--- src/rtl/csierr_defs.vh ---
// Constants for the camera link error status and mask bank.
// Assumes inclusion by bare name from the rtl folder.
`ifndef CSIERR_DEFS_VH
`define CSIERR_DEFS_VH

// Register byte offsets on the plain register port
`define CSIERR_ADDR_W          8
`define CSIERR_OFF_ERR1        8'h00
`define CSIERR_OFF_ERR2        8'h04
`define CSIERR_OFF_MASK1       8'h08
`define CSIERR_OFF_MASK2       8'h0C
`define CSIERR_OFF_IDSEL1      8'h10
`define CSIERR_OFF_IDSEL2      8'h14
`define CSIERR_OFF_CLR1        8'h18
`define CSIERR_OFF_CLR2        8'h1C
`define CSIERR_OFF_IEN1        8'h20
`define CSIERR_OFF_IEN2        8'h24

// Implemented widths of the two error layouts
`define CSIERR_ERR1_W          29
`define CSIERR_ERR2_W          24

// Field positions, first error layout
`define CSIERR_E1_ECC_DBL      28
`define CSIERR_E1_CKSUM_LSB    24
`define CSIERR_E1_LORD_LSB     20
`define CSIERR_E1_LPAIR_LSB    16
`define CSIERR_E1_FCRC_LSB     12
`define CSIERR_E1_FORD_LSB     8
`define CSIERR_E1_FPAIR_LSB    4
`define CSIERR_E1_SOTNS_LSB    0

// Field positions, second error layout
`define CSIERR_E2_LORD_LSB     20
`define CSIERR_E2_LPAIR_LSB    16
`define CSIERR_E2_UNKT_LSB     12
`define CSIERR_E2_HFIX_LSB     8
`define CSIERR_E2_SOTS_LSB     4
`define CSIERR_E2_ESC_LSB      0

// Identifier selection field layout within each byte
`define CSIERR_ID_VC_MSB       7
`define CSIERR_ID_VC_LSB       6
`define CSIERR_ID_DT_MSB       5
`define CSIERR_ID_DT_LSB       0

// Reset values
`define CSIERR_FLAGS_RST       32'h00000000
`define CSIERR_MASK_RST        32'h00000000
`define CSIERR_IDSEL_RST       32'h00000000
`define CSIERR_IEN_RST         32'h00000000
`define CSIERR_RDATA_RST       32'h00000000

`endif

--- src/rtl/csierr_flags.v ---
// Bank of sticky error flags, set by hardware pulses, cleared by software.
// Assumes set and clear come from logic on the same clock.
`default_nettype none
`include "csierr_defs.vh"

module csierr_flags #(
    parameter W = 24
) (
    input  wire         clk_sys_i,  // System clock
    input  wire         nrst_i,     // Synchronous reset, active low
    input  wire [W-1:0] set_i,      // Event pulses, one per flag
    input  wire [W-1:0] clr_i,      // Clear pulses, one per flag
    output wire [W-1:0] flags_o     // Sticky flag state
);

    localparam [31:0] FLAGS_RST = `CSIERR_FLAGS_RST;

    reg  [W-1:0] flags_q;
    wire [W-1:0] flags_d;

    // Set beats clear so an event in the clearing cycle survives
    assign flags_d = set_i | (flags_q & ~clr_i);

    always @(posedge clk_sys_i) begin
        if (!nrst_i) begin
            flags_q <= FLAGS_RST[W-1:0];
        end else begin
            flags_q <= flags_d;
        end
    end

    assign flags_o = flags_q;

endmodule
`default_nettype wire

--- src/rtl/csierr_top.v ---
// Error status and mask registers of a camera serial link receiver.
// Assumes all event pulses come from front-end logic on clk_sys_i,
// one cycle long, and a single-cycle register strobe master.
`default_nettype none
`include "csierr_defs.vh"

// Function
// - Second error bits 23..20 flag line order faults, identifiers 7..4.
// - Second error bits 19..16 flag line start/end pairing faults, identifiers 7..4.
// - Second error bits 15..12 flag unknown data type, channels 3..0.
// - Second error bits 11..8 flag ECC-corrected header, channels 3..0.
// - Second error bits 7..4 flag recoverable start-of-transmission error, lanes 3..0.
// - Second error bits 3..0 flag escape entry error, lanes 3..0; 31..24 unused.
// - All second error flags read zero after reset.
// - First mask has bits 28..0 matching first error; upper unused; resets zero.
// - Second mask has bits 23..0 matching second error; upper unused; resets zero.
// - First error bit 28 double ECC error, bits 27..24 checksum per channel.
// - First error bits 15..12 frame CRC, 11..8 frame order, 7..4 frame pairing.
// - First error 23..16 line faults identifiers 3..0, 3..0 unsynced start errors.
// - Checked identifiers are programmed channel/type pairs; 4..7 in second select.
module csierr_top #(
    parameter AW = `CSIERR_ADDR_W
) (
    input  wire          clk_sys_i,          // System clock, 100 MHz
    input  wire          nrst_i,             // Synchronous reset, active low
    input  wire [AW-1:0] reg_addr_i,         // Register byte address
    input  wire [31:0]   reg_wdata_i,        // Register write data
    input  wire          reg_wr_i,           // Write strobe, one cycle
    input  wire          reg_rd_i,           // Read strobe, one cycle
    output wire [31:0]   reg_rdata_o,        // Read data, cycle after strobe
    input  wire          ecc_double_i,       // Unrecoverable header ECC pulse
    input  wire [3:0]    checksum_fault_i,   // Payload checksum fault per channel
    input  wire [3:0]    frame_crc_fault_i,  // Frame had CRC error, per channel
    input  wire [3:0]    frame_order_fault_i, // Frame sequence fault, per channel
    input  wire [3:0]    frame_pair_fault_i, // Frame start/end mismatch, per channel
    input  wire [3:0]    sot_nosync_i,       // Start error without sync, per lane
    input  wire [3:0]    sot_sync_i,         // Start error with sync, per lane
    input  wire [3:0]    esc_entry_fault_i,  // Escape entry error, per lane
    input  wire [3:0]    unknown_type_i,     // Unknown data type, per channel
    input  wire [3:0]    header_fixed_i,     // Header corrected by ECC, per channel
    input  wire          line_order_ev_i,    // Line sequence fault pulse
    input  wire          line_pair_ev_i,     // Line start/end mismatch pulse
    input  wire [1:0]    line_vc_i,          // Channel of the line fault
    input  wire [5:0]    line_dt_i,          // Data type of the line fault
    output wire          err_any_o,          // Some unmasked flag is set
    output wire          irq_o               // Interrupt, level, active high
);

    localparam W1 = `CSIERR_ERR1_W;
    localparam W2 = `CSIERR_ERR2_W;

    // Full-word reset constants, cut to each register's implemented width
    localparam [31:0] MASK_RST = `CSIERR_MASK_RST;
    localparam [31:0] IEN_RST  = `CSIERR_IEN_RST;

    // Address decode shared by the read and write paths
    function hit;
        input [AW-1:0] addr;
        input [AW-1:0] off;
        begin
            hit = (addr == off);
        end
    endfunction

    // Compare a line fault's identifier with one programmed select byte
    function id_match;
        input [7:0] sel;
        input [1:0] vc;
        input [5:0] dt;
        begin
            id_match = (sel[`CSIERR_ID_VC_MSB:`CSIERR_ID_VC_LSB] == vc) &&
                       (sel[`CSIERR_ID_DT_MSB:`CSIERR_ID_DT_LSB] == dt);
        end
    endfunction

    reg  [W1-1:0] mask1_q;
    reg  [W1-1:0] mask1_d;
    reg  [W2-1:0] mask2_q;
    reg  [W2-1:0] mask2_d;
    reg  [W1-1:0] ien1_q;
    reg  [W1-1:0] ien1_d;
    reg  [W2-1:0] ien2_q;
    reg  [W2-1:0] ien2_d;
    reg  [31:0]   idsel1_q;
    reg  [31:0]   idsel1_d;
    reg  [31:0]   idsel2_q;
    reg  [31:0]   idsel2_d;
    reg  [31:0]   rdata_q;
    reg  [31:0]   rdata_d;
    reg           err_any_q;
    reg           err_any_d;
    reg           irq_q;
    reg           irq_d;

    reg  [7:0]    id_hit;
    reg  [W1-1:0] set1;
    reg  [W2-1:0] set2;
    reg  [W1-1:0] clr1;
    reg  [W2-1:0] clr2;
    reg  [W1-1:0] live1;
    reg  [W2-1:0] live2;
    integer       i;

    wire [W1-1:0] err1;
    wire [W2-1:0] err2;
    wire [63:0]   idsel_all;

    assign idsel_all = {idsel2_q, idsel1_q};

    // Identifier select: bytes 0..3 of first, 0..3 of second hold ids 0..7
    always @* begin
        id_hit = 8'h00;
        for (i = 0; i < 8; i = i + 1) begin
            id_hit[i] = id_match(idsel_all[i*8 +: 8], line_vc_i, line_dt_i);
        end
    end

    // First error layout assembly
    always @* begin
        set1 = {W1{1'b0}};
        set1[`CSIERR_E1_ECC_DBL] = ecc_double_i;
        set1[`CSIERR_E1_CKSUM_LSB +: 4] = checksum_fault_i;
        set1[`CSIERR_E1_LORD_LSB +: 4] = id_hit[3:0] & {4{line_order_ev_i}};
        set1[`CSIERR_E1_LPAIR_LSB +: 4] = id_hit[3:0] & {4{line_pair_ev_i}};
        set1[`CSIERR_E1_FCRC_LSB +: 4] = frame_crc_fault_i;
        set1[`CSIERR_E1_FORD_LSB +: 4] = frame_order_fault_i;
        set1[`CSIERR_E1_FPAIR_LSB +: 4] = frame_pair_fault_i;
        set1[`CSIERR_E1_SOTNS_LSB +: 4] = sot_nosync_i;
    end

    // Second error layout assembly; bit n of each group is channel or lane n, or id n+4 in the line groups
    always @* begin
        set2 = {W2{1'b0}};
        set2[`CSIERR_E2_LORD_LSB +: 4] = id_hit[7:4] & {4{line_order_ev_i}};
        set2[`CSIERR_E2_LPAIR_LSB +: 4] = id_hit[7:4] & {4{line_pair_ev_i}};
        set2[`CSIERR_E2_UNKT_LSB +: 4] = unknown_type_i;
        set2[`CSIERR_E2_HFIX_LSB +: 4] = header_fixed_i;
        set2[`CSIERR_E2_SOTS_LSB +: 4] = sot_sync_i;
        set2[`CSIERR_E2_ESC_LSB +: 4] = esc_entry_fault_i;
    end

    // Write-one-to-clear registers; nothing is stored for them
    always @* begin
        clr1 = {W1{1'b0}};
        clr2 = {W2{1'b0}};
        if (reg_wr_i && hit(reg_addr_i, `CSIERR_OFF_CLR1)) begin
            clr1 = reg_wdata_i[W1-1:0];
        end
        if (reg_wr_i && hit(reg_addr_i, `CSIERR_OFF_CLR2)) begin
            clr2 = reg_wdata_i[W2-1:0];
        end
    end

    csierr_flags #(
        .W (W1)
    ) u_err1 (
        .clk_sys_i (clk_sys_i),
        .nrst_i    (nrst_i),
        .set_i     (set1),
        .clr_i     (clr1),
        .flags_o   (err1)
    );

    csierr_flags #(
        .W (W2)
    ) u_err2 (
        .clk_sys_i (clk_sys_i),
        .nrst_i    (nrst_i),
        .set_i     (set2),
        .clr_i     (clr2),
        .flags_o   (err2)
    );

    // Writable registers; only implemented bits are kept
    always @* begin
        mask1_d  = mask1_q;
        mask2_d  = mask2_q;
        ien1_d   = ien1_q;
        ien2_d   = ien2_q;
        idsel1_d = idsel1_q;
        idsel2_d = idsel2_q;
        if (reg_wr_i) begin
            if (hit(reg_addr_i, `CSIERR_OFF_MASK1)) begin
                mask1_d = reg_wdata_i[W1-1:0];
            end
            if (hit(reg_addr_i, `CSIERR_OFF_MASK2)) begin
                mask2_d = reg_wdata_i[W2-1:0];
            end
            if (hit(reg_addr_i, `CSIERR_OFF_IEN1)) begin
                ien1_d = reg_wdata_i[W1-1:0];
            end
            if (hit(reg_addr_i, `CSIERR_OFF_IEN2)) begin
                ien2_d = reg_wdata_i[W2-1:0];
            end
            if (hit(reg_addr_i, `CSIERR_OFF_IDSEL1)) begin
                idsel1_d = reg_wdata_i;
            end
            if (hit(reg_addr_i, `CSIERR_OFF_IDSEL2)) begin
                idsel2_d = reg_wdata_i;
            end
        end
    end

    // Read mux; clear registers and unmapped addresses read zero
    always @* begin
        rdata_d = `CSIERR_RDATA_RST;
        if (reg_rd_i) begin
            if (hit(reg_addr_i, `CSIERR_OFF_ERR1)) begin
                rdata_d[W1-1:0] = err1;
            end else if (hit(reg_addr_i, `CSIERR_OFF_ERR2)) begin
                rdata_d[W2-1:0] = err2;
            end else if (hit(reg_addr_i, `CSIERR_OFF_MASK1)) begin
                rdata_d[W1-1:0] = mask1_q;
            end else if (hit(reg_addr_i, `CSIERR_OFF_MASK2)) begin
                rdata_d[W2-1:0] = mask2_q;
            end else if (hit(reg_addr_i, `CSIERR_OFF_IEN1)) begin
                rdata_d[W1-1:0] = ien1_q;
            end else if (hit(reg_addr_i, `CSIERR_OFF_IEN2)) begin
                rdata_d[W2-1:0] = ien2_q;
            end else if (hit(reg_addr_i, `CSIERR_OFF_IDSEL1)) begin
                rdata_d = idsel1_q;
            end else if (hit(reg_addr_i, `CSIERR_OFF_IDSEL2)) begin
                rdata_d = idsel2_q;
            end
        end
    end

    // Mask removes a flag from both the combined error and the interrupt
    always @* begin
        live1     = err1 & ~mask1_q;
        live2     = err2 & ~mask2_q;
        err_any_d = (|live1) | (|live2);
        irq_d     = (|(live1 & ien1_q)) | (|(live2 & ien2_q));
    end

    always @(posedge clk_sys_i) begin
        if (!nrst_i) begin
            mask1_q   <= MASK_RST[W1-1:0];
            mask2_q   <= MASK_RST[W2-1:0];
            ien1_q    <= IEN_RST[W1-1:0];
            ien2_q    <= IEN_RST[W2-1:0];
            idsel1_q  <= `CSIERR_IDSEL_RST;
            idsel2_q  <= `CSIERR_IDSEL_RST;
            rdata_q   <= `CSIERR_RDATA_RST;
            err_any_q <= 1'b0;
            irq_q     <= 1'b0;
        end else begin
            mask1_q   <= mask1_d;
            mask2_q   <= mask2_d;
            ien1_q    <= ien1_d;
            ien2_q    <= ien2_d;
            idsel1_q  <= idsel1_d;
            idsel2_q  <= idsel2_d;
            rdata_q   <= rdata_d;
            err_any_q <= err_any_d;
            irq_q     <= irq_d;
        end
    end

    assign reg_rdata_o = rdata_q;
    assign err_any_o   = err_any_q;
    assign irq_o       = irq_q;

endmodule
`default_nettype wire

--- config.mk ---
export PLATFORM = sky130hd
export DESIGN_NAME = csierr_top
export DESIGN_NICKNAME = d
export VERILOG_FILES = /design/src/rtl/csierr_flags.v /design/src/rtl/csierr_top.v
export VERILOG_INCLUDE_DIRS = /design/src /design/src/rtl
export SDC_FILE = /design/constraint.sdc
export NUM_CORES = 1
export LEC_CHECK = 0
export BUFFER_PORTS_ARGS = -buffer_cell sky130_fd_sc_hd__clkbuf_2
export CAP_MARGIN = 20
export CORE_ASPECT_RATIO = 2
export CORE_UTILIZATION = 25
export DETAILED_ROUTE_END_ITERATION = 10
export HOLD_SLACK_MARGIN = 0.12
export PLACE_DENSITY = 0.38
export SYNTH_ARGS = -nofsm -noshare
export SYNTH_HDL_FRONTEND = slang
export SYNTH_HIERARCHICAL = 1
export SYNTH_SLANG_ARGS = --single-unit
--- constraint.sdc ---
create_clock -name clk_sys_i -period 2.8 [get_ports clk_sys_i]
set_clock_uncertainty 0.05 [all_clocks]
set_input_delay 0.28 -clock clk_sys_i [delete_from_list [all_inputs] [get_ports clk_sys_i]]
set_output_delay 0.28 -clock clk_sys_i [all_outputs]
set_load 0.02 [all_outputs]
After elaboration in Yosys (flattened, before gate mapping)
Index checks and enable logic that the tools add are counted.

Equality and inequality tests: 25. Reduce and logical (&&, ||, !) cells: 23. Bitwise gates (word level): 20. Muxes and demuxes: 28.

Operators with widths (count): $mux W32 (9); $mux W29 (5); $mux W24 (4); $and A29 B29 Y29 (3); $and A24 B24 Y24 (3); $mux W8 (8); $not A29 Y29 (2); $reduce_or A29 Y1 (2); $eq A6 B6 Y1 (8); $not A24 Y24 (2); $reduce_or A24 Y1 (2); $eq A8 B5 Y1 const B (4); $or A29 B29 Y29 (1); $or A24 B24 Y24 (1); $and A4 B4 Y4 (4); $eq A2 B2 Y1 (8); $eq A8 B4 Y1 const B (2); $eq A8 B6 Y1 const B (2); $reduce_and A2 Y1 (7); $logic_and A1 B1 Y1 (10); $eq A8 B3 Y1 const B (1); $logic_not A8 Y1 (1); $reduce_or A7 Y1 (1); $mux W5 (1); 3 further kinds (5).

Flip-flop bits (word level): 257. Output and inout bits: 34.

Depth between registers and ports, before layout
Depth after elaboration: 23. Mapped depth: 8. Depth with buffers taken out: 6.

By module
Netlist, hierarchy kept.

Modules (own cells, without submodules): csierr_top (area each 10288.6 um^2, times used 1, cells each 1269, seq. area each 4083.9 um^2); csierr_flags (u_err1) (area each 1003.5 um^2, times used 1, cells each 90, seq. area each 580.6 um^2); csierr_flags (u_err2) (area each 833.3 um^2, times used 1, cells each 74, seq. area each 480.5 um^2).

Least setup slack after synthesis
OpenSTA, ideal clock, no wires.

Path type: input to register. From: in reg_addr_i[7]. To: reg mask1_q[18]. Path slack: 0.713 ns. Path buffers: 3. Data arrival time: 1.909 ns. Stages on the path: 8. Data required time: 2.622 ns. Path through: or3_1 -> or4_1 -> buf_2 -> nor3_2 -> buf_6 -> buf_6 -> mux2i_1 -> nor2_1.

Cells in the longest elaborated chain, start to end: 2.

Ends and longest elaborated chain: start: declaration (RTL line csierr_top.v:26) `input wire [AW-1:0] reg_addr_i,`; $eq A8 B4 Y1 (RTL line csierr_top.v:61) `hit = (addr == off);`; $reduce_and A2 Y1 (no source line); end signal: assignment (RTL line csierr_top.v:238) `mask1_q <= MASK_RST[W1-1:0];`; end signal: assignment (RTL line csierr_top.v:248) `mask1_q <= mask1_d;`; end: declaration (RTL line csierr_top.v:76) `reg [W1-1:0] mask1_q;`.

Every way passes these cells. A chain may end at the register's enable or synchronous reset.

Worst setup path in the final report
From: reg u_err2.flags_q[7] (netlist: u_err2/flags_o[7]). To: reg err_any_q (netlist: err_any_o).

Cells in the longest elaborated chain, start to end: 3.

Ends and longest elaborated chain: start: declaration (RTL line csierr_flags.v:18) `reg [W-1:0] flags_q;`; start signal: assignment (RTL line csierr_flags.v:26) `flags_q <= FLAGS_RST[W-1:0];`; start signal: assignment (RTL line csierr_flags.v:28) `flags_q <= flags_d;`; $and A24 B24 Y24 (RTL line csierr_top.v:231) `live2 = err2 & ~mask2_q;`; $reduce_or A24 Y1 (RTL line csierr_top.v:232) `err_any_d = (|live1) | (|live2);`; $or A1 B1 Y1 (RTL line csierr_top.v:232); end signal: assignment (RTL line csierr_top.v:255) `err_any_q <= err_any_d;`; end: declaration (RTL line csierr_top.v:90) `reg err_any_q;`.

Every way passes these cells.

==> summary.txt <==
Logic synthesis
  – Mapped cell area: between 10000 and 15000 sq um
  – Synthesized flop and latch total: 257
  – Top cell type's share of synthesized area: 0.424
  – Number of synthesized flops with an enable pin: 0
  – Syn Inst Count: 1433
  – Seq/Total Area, Yosys: 0.424
  – Syn_area_per_cell: 8.46 sq um
  – Synth cell types: around 50
  – Cell with the most instances after synthesis: nand2_1
  – Dominant synthesized flop cell: dfxtp_1
  – Synth Warn #: 6
  – Synth area leaders: dfxtp_1 42%, nand2_1 9.4%, a21oi_1 6.5%, xnor2_1 4.6%, mux4_2 4.5%
  – Async S/R FF share, synth: 0
  – Cell taking the most area after synthesis: dfxtp_1
  – Leading cell types by count after synthesis: 303 x nand2_1, 257 x dfxtp_1, 157 x a21oi_1
  – Syn nets: 1524

Place
  – PortBufs: 124
  – Final GP Congestion: 0.902
  – DP HPWL: 40100 um

CTS
  – Clk_lat worst skew: 0.57 ns
  – Post-cts sizing count: 0
  – Post-cts hold buffer count: 70
  – Postcts setup bufs: 0
  – CTS tree: yes
  – CTS Root Cell: clkbuf_16
  – Clock buffer depth: 3
  – H-tree lvl count: 1
  – Clock slew at reported path FFs: 0.06 ns
  – CTS buffer count: 28
  – Sink Count: 257

Timing
  – Final Critical Period: 1.94 ns
  – WHS: roughly 0.14 ns
  – Worst Max-Slew Pin Slew: 0.871 ns
  – RSZ-0062 raised after global routing: no
  – Fin Setup TNS: 0 ns
  – FMAX: 515 MHz
  – Slew HR: 0.418
  – Fin. max-slew vios: 0
  – Endpoints failing setup: 0
  – Hold Fails Final Rpt: 0
  – Period utilization: 0.694

Drt
  – DR vias/cell: 4.87
  – DR pass1 iterations: 5
  – Routed via count: 11.0k
  – Avg WL per Cell: 23.9 um
  – Initial DRC count: just over 600
  – Final wirelength: ~54000 um
  – Post-route ant nets: 0
  – Drt drc: 0

Die
  – Initial core utilization: 0.254
  – I/O pins: about 130
  – Die height: about 310 um
  – Row count: 113
  – Core box area: approximately 48000 sq um
  – DIE AREA: 49400 sq um
  – Die Width: 158 um

Outcome
  – Status: finished clean

Final layout
  – Layout Nets: 1703
  – Antenna cells: 0
  – Fraction of layout instances using a drive strength above 1: 0.162
  – Synth-to-Final Area Change: 25.4%

Min path
  – Hold path startpoint: line_order_ev_i
  – Worst hold endpoint: u_err2/flags_o[20]$_SDFF_PN0_
  – Worst min path class: input pin to flip-flop
  – Hold depth: 3

Global routing
  – Gr ovfl total: 0
  – M1 GR Usage: 0.239
  – Busiest layer in global routing: met2
  – First-pass GRT wire length: 77600 um
  – Largest net degree at the start of global routing: 43
  – Vias in the first global route: 11.3k
  – Grt met3 use: 0.0197
  – Met2 Use GR: 0.425
  – GRT Overall Usage: 0.221
  – Initial antenna violation count: 2

Critical path
  – Critical Path RT: 3.17 ns
  – Reg2reg setup slack: 0.86 ns
  – Critical path endpoint category: flip-flop
  – RR Startpoint: u_err2/flags_o[7]$_SDFF_PN0_
  – Crit Reg-Reg Endpoint: err_any_o$_SDFF_PN0_
  – Delay of the slowest cell on the worst path: 0.63 ns
  – R2R cell count: 4
  – Data arrival, critical path: roughly 2.3 ns
  – Critical path class: flip-flop to flip-flop
  – CP max-delay cell: a2111oi_0
  – Crit Path Max Fanout: 3
  – CP cell instances: nor2b_1 > a2111oi_0 > nand4_1 > o31a_1
  – Startpoint types: flip-flop

Pwr
  – Maximum vdd drop: 0.323 mV
  – Pwr Density: 535 nW/um^2
  – Leakage: 5.36 nW

Flow run
  – Maxcap violations: 0
-- layer usage --
metal  part of all wire  up-vias
met1               0.38     5393
met3              0.032       85
met5                  0        -
li1                   -     5260
met2               0.54      290
met4              0.042        0
-- final cells by class --
class,instances,area [sq um]
clock buffer,44,852
clock inverter,7,35.0
fill,5115,32400
inverter,35,134
multi-input combinational,1048,6460
sequential,257,5140
tap,632,791
timing repair buffer,242,1780
-- worst max path at each step --
stage / start / endpoint / slack (ns) / cells after the start
final: u_err2/flags_o[7]$_SDFF_PN0_ / err_any_o$_SDFF_PN0_ / 0.86 / 4
after floorplan: reg_addr_i[7] / mask1_q[18]$_SDFFE_PN0P_ / 0.71 / 8
after global placement: reg_addr_i[7] / reg_rdata_o[14]$_SDFF_PN0_ / 0.37 / 7
after CTS: u_err2/flags_o[7]$_SDFF_PN0_ / err_any_o$_SDFF_PN0_ / 0.81 / 4
after global routing: u_err2/flags_o[2]$_SDFF_PN0_ / irq_o$_SDFF_PN0_ / 0.81 / 5
after detailed placement: reg_addr_i[7] / reg_rdata_o[14]$_SDFF_PN0_ / 0.37 / 7
-- power breakdown --
part,leakage [nW],internal (W),switching (W),total (W)
clock,0.445,0.00208,0.00164,0.00372
combinational,2.83,0.000278,0.000392,0.000670
sequential,2.08,0.00370,0.0000414,0.00374
-- worst max-delay path, delay by kind of cell, from the launching register on --
family,cells,cell delay [ns]
AND/OR/NAND/NOR,2,0.40
AO/OA/AOI/OAI,2,1.03
flip-flops,1,0.32
-- cells by family (layout without fill, tap and decap cells) --
| kind of cell | count (synthesis) | after routing | share of synthesized area |
|---|---|---|---|
| xor+xnor | 64 | 64 | 0.0462 |
| mux | 78 | 78 | 0.0906 |
| simple gates | 600 | 600 | 0.235 |
| buf+inv | 128 | 328 | 0.0449 |
| flops | 257 | 257 | 0.424 |
| compound gates | 306 | 306 | 0.159 |
-- cell usage in the layout (no fill, tap or decap), types with 5 or more instances in the layout --
master	count
mux2i_1	40
nand2_1	303
xnor2_1	64
inv_1	34
clkinv_2	7
nand3_1	11
o21ai_0	14
nand2b_1	8
nor2_2	6
o2111ai_1	6
nor4_1	12
mux2_2	14
a221oi_1	13
clkbuf_16	29
o21a_1	53
a22oi_1	14
nand4_1	22
o32ai_1	13
and2_1	72
nor2_1	51
buf_12	8
mux4_2	24
a21oi_1	157
a32oi_1	5
dfxtp_1	257
nor2b_1	85
clkbuf_2	123
o22ai_1	13
dlygate4sd3_1	70
buf_4	40
nor3_1	15
clkbuf_8	7
clkbuf_1	8
-- per-stage QoR --
stage	utilization	setup WS [ns]	cell area [sq um]	instances	total power (W)
detailed placement	0.286	0.370	13600	2144	0.00442
finish	0.319	0.857	15200	2265	0.00813
CTS	0.319	0.814	15200	2265	0.00825
floorplan	-	0.713	12100	1433	0.00410
global placement	0.286	0.371	13600	2144	0.00442
global route	0.319	0.806	15200	2265	0.00840
-- flip-flops by register name, indices dropped and copies added, names as in the netlist --
register,cells
u_err1/flags_o,29
reg_rdata_o,32
ien2_q,24
err_any_o,1
mask1_q,29
mask2_q,24
idsel2_q,32
irq_o,1
idsel1_q,32
ien1_q,29
u_err2/flags_o,24
Power figures use the tool's default switching activity.
